--- src/include/hiwb_map.svh ---
// register offsets, field positions and reset values of the isochronous write-back block
`ifndef HIWB_MAP_SVH
`define HIWB_MAP_SVH

// ----------------------------------------
// register byte offsets
// ----------------------------------------
`define HIWB_OFS_DW1 8'h04
`define HIWB_OFS_DW4 8'h10
`define HIWB_OFS_DW5 8'h14
`define HIWB_OFS_DW6 8'h18
`define HIWB_OFS_DW7 8'h1C
`define HIWB_OFS_IRQ_STAT 8'h20
`define HIWB_OFS_IRQ_MASK 8'h24

// ----------------------------------------
// field positions inside the 128-bit view {dw7, dw6, dw5, dw4}, frame field inside word1
// ----------------------------------------
`define HIWB_CNT_BASE 32
`define HIWB_CNT_STEP 12
`define HIWB_CNT_W 12
`define HIWB_RES_BASE 8
`define HIWB_RES_STEP 3
`define HIWB_RES_W 3
`define HIWB_MASK_LSB 0
`define HIWB_FRAME_MSB 7
`define HIWB_FRAME_LSB 3

// ----------------------------------------
// interrupt status bits and reset values
// ----------------------------------------
`define HIWB_IRQ_DONE 0
`define HIWB_IRQ_ERR 1
`define HIWB_IRQ_SKIP 2
`define HIWB_RST_WORD 32'h0000_0000
`define HIWB_RST_IRQ 3'h0

`endif

--- src/include/hiwb_pkg.sv ---
// types shared by the isochronous write-back block
package hiwb_pkg;

    // register port request
    typedef struct packed {
        logic [7:0] addr;
        logic [31:0] wdata;
        logic wr;
        logic rd;
    } hiwb_regbus_t;

    // end-of-microframe report from the transaction engine
    typedef struct packed {
        logic done;
        logic [2:0] index;
        logic is_in;
        logic [11:0] count;
        logic err;
        logic babble;
        logic underrun;
    } hiwb_uframe_t;

    // complete block state
    typedef struct packed {
        logic [31:0] dw1;
        logic [127:0] dw47;
        logic [2:0] irq_stat;
        logic [2:0] irq_mask;
        logic [31:0] rdata;
    } hiwb_state_t;

endpackage : hiwb_pkg

--- src/hdl/hiwb_writeback.sv ---
// descriptor write-back of high-speed isochronous microframe results
//
// Notes on behaviour
// [RULE_01] slot 7 count to word7 bits 63:52
// [RULE_02] slot 6 count to word7 bits 51:40
// [RULE_03] slot 5 count high byte to word7 39:32
// [RULE_04] slot 5 count low nibble to word6 31:28
// [RULE_05] slot 4 count to word6 bits 27:16
// [RULE_06] slot 3 count to word6 bits 15:4
// [RULE_07] slot 2 count high nibble to word6 3:0
// [RULE_08] slot 2 count low byte to word5 63:56
// [RULE_09] slot 1 count to word5 bits 55:44
// [RULE_10] slot 0 count to word5 bits 43:32
// [RULE_11] microframe 7 result to word4 bits 31:29
// [RULE_12] microframe 6 result to word4 bits 28:26
// [RULE_13] result: error, babble on IN, underrun on OUT
// [RULE_14] software sets mask bits, hardware clears when done
// [RULE_15] mask honoured only when word1 frame matches bus
`timescale 1ns/1ps
`include "hiwb_map.svh"

module hiwb_writeback (
    input wire logic clock, // core clock, 40 MHz
    input wire logic sys_rst, // synchronous reset, active high
    input wire hiwb_pkg::hiwb_regbus_t reg_req, // register port request
    output logic [31:0] reg_rdata, // read data, cycle after read strobe
    input wire hiwb_pkg::hiwb_uframe_t uf_rep, // end-of-microframe report
    input wire logic [4:0] bus_frame, // current bus frame number
    input wire logic [2:0] cur_uframe, // microframe about to be serviced
    output logic send_ok, // current microframe may be sent
    output logic irq // level interrupt
);

    // ----------------------------------------
    // state
    // ----------------------------------------
    hiwb_pkg::hiwb_state_t st_ff;
    hiwb_pkg::hiwb_state_t nxt_st;

    logic frame_ok;
    logic accept;
    logic [2:0] result;
    logic [7:0] uframe_active_mask;

    assign uframe_active_mask = st_ff.dw47[`HIWB_MASK_LSB +: 8];
    // frame number in word1 must match the bus before any mask bit counts
    assign frame_ok = (st_ff.dw1[`HIWB_FRAME_MSB:`HIWB_FRAME_LSB] == bus_frame); // RULE_15
    assign send_ok = frame_ok && uframe_active_mask[cur_uframe]; // RULE_15
    assign accept = uf_rep.done && frame_ok && uframe_active_mask[uf_rep.index]; // RULE_15
    // babble only counts on IN, underrun only on OUT
    assign result = {uf_rep.underrun & ~uf_rep.is_in, uf_rep.babble & uf_rep.is_in, uf_rep.err}; // RULE_13

    assign reg_rdata = st_ff.rdata;
    assign irq = |(st_ff.irq_stat & st_ff.irq_mask);

    // ----------------------------------------
    // field placement
    // ----------------------------------------
    // slots 2 and 5 straddle a word boundary, the 128-bit view keeps them contiguous
    function automatic logic [6:0] cnt_lsb(input logic [2:0] idx);
        logic [6:0] pos;
        pos = 7'd32;
        case (idx)
            3'd0: pos = 7'(`HIWB_CNT_BASE); // RULE_10
            3'd1: pos = 7'(`HIWB_CNT_BASE + `HIWB_CNT_STEP); // RULE_09
            3'd2: pos = 7'(`HIWB_CNT_BASE + 2 * `HIWB_CNT_STEP); // RULE_07 RULE_08
            3'd3: pos = 7'(`HIWB_CNT_BASE + 3 * `HIWB_CNT_STEP); // RULE_06
            3'd4: pos = 7'(`HIWB_CNT_BASE + 4 * `HIWB_CNT_STEP); // RULE_05
            3'd5: pos = 7'(`HIWB_CNT_BASE + 5 * `HIWB_CNT_STEP); // RULE_03 RULE_04
            3'd6: pos = 7'(`HIWB_CNT_BASE + 6 * `HIWB_CNT_STEP); // RULE_02
            3'd7: pos = 7'(`HIWB_CNT_BASE + 7 * `HIWB_CNT_STEP); // RULE_01
            default: pos = 7'(`HIWB_CNT_BASE);
        endcase
        return pos;
    endfunction : cnt_lsb

    function automatic logic [6:0] res_lsb(input logic [2:0] idx);
        logic [6:0] pos;
        pos = 7'(`HIWB_RES_BASE) + 7'(`HIWB_RES_STEP) * {4'h0, idx}; // RULE_11 RULE_12
        return pos;
    endfunction : res_lsb

    // ----------------------------------------
    // next state
    // ----------------------------------------
    // software writes first, hardware write-back afterwards so it wins a collision
    always_comb begin
        nxt_st = st_ff;
        nxt_st.rdata = `HIWB_RST_WORD;
        if (reg_req.wr) begin
            case (reg_req.addr)
                `HIWB_OFS_DW1: nxt_st.dw1 = reg_req.wdata;
                `HIWB_OFS_DW4: nxt_st.dw47[31:0] = reg_req.wdata; // RULE_14
                `HIWB_OFS_DW5: nxt_st.dw47[63:32] = reg_req.wdata;
                `HIWB_OFS_DW6: nxt_st.dw47[95:64] = reg_req.wdata;
                `HIWB_OFS_DW7: nxt_st.dw47[127:96] = reg_req.wdata;
                `HIWB_OFS_IRQ_STAT: nxt_st.irq_stat = st_ff.irq_stat & ~reg_req.wdata[2:0];
                `HIWB_OFS_IRQ_MASK: nxt_st.irq_mask = reg_req.wdata[2:0];
                default: nxt_st.irq_mask = st_ff.irq_mask;
            endcase
        end
        if (reg_req.rd) begin
            case (reg_req.addr)
                `HIWB_OFS_DW1: nxt_st.rdata = st_ff.dw1;
                `HIWB_OFS_DW4: nxt_st.rdata = st_ff.dw47[31:0];
                `HIWB_OFS_DW5: nxt_st.rdata = st_ff.dw47[63:32];
                `HIWB_OFS_DW6: nxt_st.rdata = st_ff.dw47[95:64];
                `HIWB_OFS_DW7: nxt_st.rdata = st_ff.dw47[127:96];
                `HIWB_OFS_IRQ_STAT: nxt_st.rdata = {29'h0000_0000, st_ff.irq_stat};
                `HIWB_OFS_IRQ_MASK: nxt_st.rdata = {29'h0000_0000, st_ff.irq_mask};
                default: nxt_st.rdata = `HIWB_RST_WORD;
            endcase
        end
        // hardware write-back of a serviced microframe
        if (accept) begin
            if (uf_rep.is_in) begin
                nxt_st.dw47[cnt_lsb(uf_rep.index) +: `HIWB_CNT_W] = uf_rep.count; // RULE_01 RULE_10
            end
            nxt_st.dw47[res_lsb(uf_rep.index) +: `HIWB_RES_W] = result; // RULE_11 RULE_12
            nxt_st.dw47[`HIWB_MASK_LSB + 32'(uf_rep.index)] = 1'b0; // RULE_14
        end
        // sticky events: a set in the cycle of a clear survives
        if (accept) begin
            nxt_st.irq_stat[`HIWB_IRQ_DONE] = 1'b1;
        end
        if (accept && (|result)) begin
            nxt_st.irq_stat[`HIWB_IRQ_ERR] = 1'b1;
        end
        // a report for an unscheduled or wrong-frame microframe is dropped, but flagged
        if (uf_rep.done && !accept) begin
            nxt_st.irq_stat[`HIWB_IRQ_SKIP] = 1'b1; // RULE_15
        end
    end

    // ----------------------------------------
    // state register
    // ----------------------------------------
    always_ff @(posedge clock) begin
        if (sys_rst) begin
            st_ff.dw1 <= `HIWB_RST_WORD;
            st_ff.dw47 <= {4{`HIWB_RST_WORD}};
            st_ff.irq_stat <= `HIWB_RST_IRQ;
            st_ff.irq_mask <= `HIWB_RST_IRQ;
            st_ff.rdata <= `HIWB_RST_WORD;
        end else begin
            st_ff <= nxt_st;
        end
    end
endmodule : hiwb_writeback

--- config.mk ---
export PLATFORM = sky130hd
export DESIGN_NAME = hiwb_writeback
export DESIGN_NICKNAME = d
export VERILOG_FILES = /design/src/include/hiwb_pkg.sv /design/src/hdl/hiwb_writeback.sv
export VERILOG_INCLUDE_DIRS = /design/src /design/src/include
export SDC_FILE = /design/constraint.sdc
export NUM_CORES = 1
export LEC_CHECK = 0
export BUFFER_PORTS_ARGS = -buffer_cell sky130_fd_sc_hd__buf_2
export CORE_AREA = 3 3 164 166
export CTS_BUF_LIST = sky130_fd_sc_hd__clkbuf_2
export CTS_CLUSTER_SIZE = 8
export DETAILED_ROUTE_END_ITERATION = 8
export DIE_AREA = 0 0 167 169
export PLACE_DENSITY_LB_ADDON = 0.3
export RECOVER_POWER = 100
export SETUP_SLACK_MARGIN = 0.15
export SYNTH_ARGS = -nofsm -noshare
export SYNTH_HDL_FRONTEND = slang
export SYNTH_SLANG_ARGS = --single-unit
--- constraint.sdc ---
create_clock -name clock -period 4.05 [get_ports clock]
set_input_delay 0 -clock clock [delete_from_list [all_inputs] [get_ports clock]]
set_output_delay 0 -clock clock [all_outputs]
set_load 0.01 [all_outputs]
==> flow_metrics.py <==
metrics = {
    "status": {
        "status": "finished, violations left",
        "violations": "capacitance limit, slew limit",
    },
    "synth": {
        "syn_nets": 1596,
        "synth.avg_cell_area_sq_um": 8.426,
        "ys_ff_latch": 198,
        "synth_cell_types": 92,
        "synth_area_leaders": "dfxtp_1 (31%), mux2i_1 (9.1%), mux2_2 (7.3%), nand2_1 (5.4%), a21oi_1 (5.0%)",
        "yosys_warnings": 0,
        "synth_top_area_share_pct": 31.17,
        "synthArstFlopShare_pct": 0,
        "synth_edf_count": 0,
        "yosys.area.top_type": "dfxtp_1",
        "synth_flop_cell": "dfxtp_1",
        "netlist_area_sq_um": 12710,
        "synthCells": 1509,
        "yosysSeqAreaShare_pct": 31.17,
    },
    "clocking": {
        "cts_max_level": 4,
        "cts.sinks": 198,
        "cts_buffer_depth": 2,
        "clockRootBuffer": "clkbuf_2",
        "cts_buffers": 17,
        "cts_tree": "yes",
        "clk_latency_ns": 0.84,
        "cts.clk_slew.worst_paths_ns": 0.39,
    },
    "timing": {
        "rsz0062_at_grt": "false",
        "slew_headroom_pct": -28.94,
        "max_freq_mhz": 264.2,
        "finalHoldViolations": 0,
        "timing.final.crit_share_pct": 93.45,
        "worstMarginPinSlew_ns": 1.934,
        "min_period_ns": 3.785,
        "hold_ws_ns": 0.04235,
        "finClkSkew_ns": 0.09267,
        "finalWorstSetupSlack_ns": 0.2652,
        "setup_violations": 0,
        "slew_violations": 57,
        "fin_setup_tns_ns": 0,
    },
    "route": {
        "num_vias": 13460,
        "drtIter0Drc": 2316,
        "firstDrtPassIters": 7,
        "routed_wl_microns": 50730,
        "post_drt_wl_per_cell_microns": 24.88,
        "via_per_inst": 6.601,
        "antenna_left": 0,
        "drc": 0,
    },
    "worst_setup_path": {
        "critPathArrivalTime_ns": 4.58,
        "critical-path-top-delay-family": "buffers and inverters",
        "path_buf_inv": 5,
        "setup.worst_path.class": "in2reg",
        "critPathSlowestCell": "clkbuf_2",
        "cp.required_ns": 4.85,
        "slowest_delay_ns": 0.85,
        "crit_path_start_kind": "input port",
        "end_kind": "flop",
        "worstPathMaxFanout": 41,
        "crit_chain": "dlygate4sd3_1 > buf_2 > clkbuf_2 > mux2i_1 > a311o_1 > or3_1 > clkbuf_2 > nor4_1 > a211oi_1 > dlygate4sd3_1",
    },
    "finish": {
        "drive_gt1_share_pct": 15.63,
        "final_area_sq_um": 14970,
        "area_delta_synth_final_pct": 17.76,
        "fin_nets": 1776,
        "final_cell_mix": "dfxtp_1 (198), nand2_1 (184), dlygate4sd3_1 (154), a21oi_1 (126)",
        "seq_area_sq_um": 3964,
        "multi_input_area_sq_um": 7835,
        "final_common_cell": "dfxtp_1",
        "fillers": 2351,
    },
    "power_and_ir_drop": {
        "peakVddDrop_uv": 168.7,
        "p_per_area_nw_per_um2": 258.8,
        "leakagePower_uw": 0.005966,
    },
    "global_route": {
        "grt_pass1_wl_microns": 77570,
        "grtUsageTotal_pct": 34.64,
        "grt_pass1_vias": 12821,
        "grt_max_degree": 71,
        "antenna_found_initial": 1,
        "grt_overflow": 0,
    },
    "floorplan": {
        "std_cell_rows": 59,
        "die_h_microns": 169,
        "core_region_area_sq_um": 25760,
        "die_x_microns": 167,
        "dieArea_sq_um": 28220,
        "start_util_pct": 49.35,
        "io_pins": 106,
    },
    "worst_hold_path": {
        "holdCritPathClass": "in2reg",
    },
    "placed_design": {
        "dp_hpwl_microns": 33980,
        "pre_cts_slack_ns": 0.7325,
        "globalplace.congestion": 1.105,
        "placed_area_sq_um": 13310,
        "io_buffers": 105,
    },
    "job": {
        "maxCapViolCount": 2,
    },
}
report_power, final:
part	internal, uW	leakage [uW]	switching, uW	total, uW
Sequential	1970	0.00159	3.74	1970
Combinational	273	0.00422	561	834
Clock	219	0.000149	852	1070
cell usage after synthesis, types with 4 or more instances:
library cell / number
nor2b_1: 13
and3_1: 17
a22oi_1: 25
o22ai_1: 8
nand3_1: 33
buf_6: 5
nor3_1: 18
a21boi_0: 5
mux2_2: 82
a221oi_1: 8
o21ai_0: 31
nand2b_1: 11
xor2_1: 4
clkbuf_1: 66
nand2_1: 184
a31oi_1: 17
nor4_1: 5
a21o_1: 7
buf_4: 39
o31ai_1: 15
and2_1: 19
ha_1: 15
a32o_1: 13
buf_2: 34
nand4_1: 15
a211oi_1: 70
or3_1: 8
dfxtp_1: 198
inv_1: 13
a21oi_1: 126
a32oi_1: 12
a222oi_1: 29
o21a_1: 7
mux2i_1: 116
o211ai_1: 10
nor2_1: 118
buf_1: 9
xnor2_1: 7
a22o_1: 5
routing by layer:
metal  vias to the layer above  wire length, microns  share of wire [%]  global-route usage, %
met4                         0                  1891                3.7                  12.37
met2                       889                 22240                 44                  53.47
met5                         -                     0                  0                 0.5217
li1                       5972                     -                  -                      -
met3                       143                  5105                 10                  5.838
met1                      6456                 21490                 42                  48.90
final timing paths:
kind / from / to / slack, ns / cells past startpoint
max reg2reg: st_ff[172] / st_ff[36] / 0.47 / 9
min: reg_req[8] / st_ff[76] / 0.04 / 4
max: uf_rep[16] / st_ff[112] / 0.27 / 10
min reg2reg: st_ff[193] / st_ff[193] / 0.47 / 2
area by class of cell:
type,instances,share of cell area [%]
clock buffer,17,0.5682
tap,335,2.799
inverter,14,0.3510
sequential,198,26.47
clock inverter,15,1.203
antenna,2,0.03343
multi-input combinational,1143,52.33
timing repair buffer,315,16.24
sequential cells by signal, indices dropped and copies added, names as in the netlist:
name and cells:
reg_rdata 32, st_ff 166
kinds of logic (layout without fill, tap and decap cells):
kind of cell / after synthesis / in the layout / synth area share (%)
simple gates: 477 / 477 / 18.09
compound gates: 436 / 436 / 24.50
mux: 203 / 203 / 17.12
flops: 198 / 198 / 31.17
buf+inv: 168 / 361 / 6.751
fa+ha+maj: 15 / 15 / 1.476
xor+xnor: 12 / 12 / 0.8857
other cells: 0 / 2 / 0
metrics by stage:
stage | instances | power (uW) | utilization, %
after floorplan | 1509 | 2412 | -
final | 2039 | 3875 | 58.12
after CTS | 2035 | 3841 | 58.58
after global routing | 2039 | 3987 | 58.12
after detailed placement | 1851 | 2722 | 51.64
after global placement | 1851 | 2727 | 51.64
worst min-delay path, cell delays in order:
cell           delay, ns
dlygate4sd3_1       0.52
buf_2               0.17
mux2i_1             0.13
a211oi_1            0.08
timing repair:
action	4_1_cts	5_1_grt
endpoints found under the setup margin	0	3
gates resized for setup	0	1
hold buffers	152	2
hold endpoints to repair	198	2
setup buffers	0	0
(Power assumes the default switching activity.)
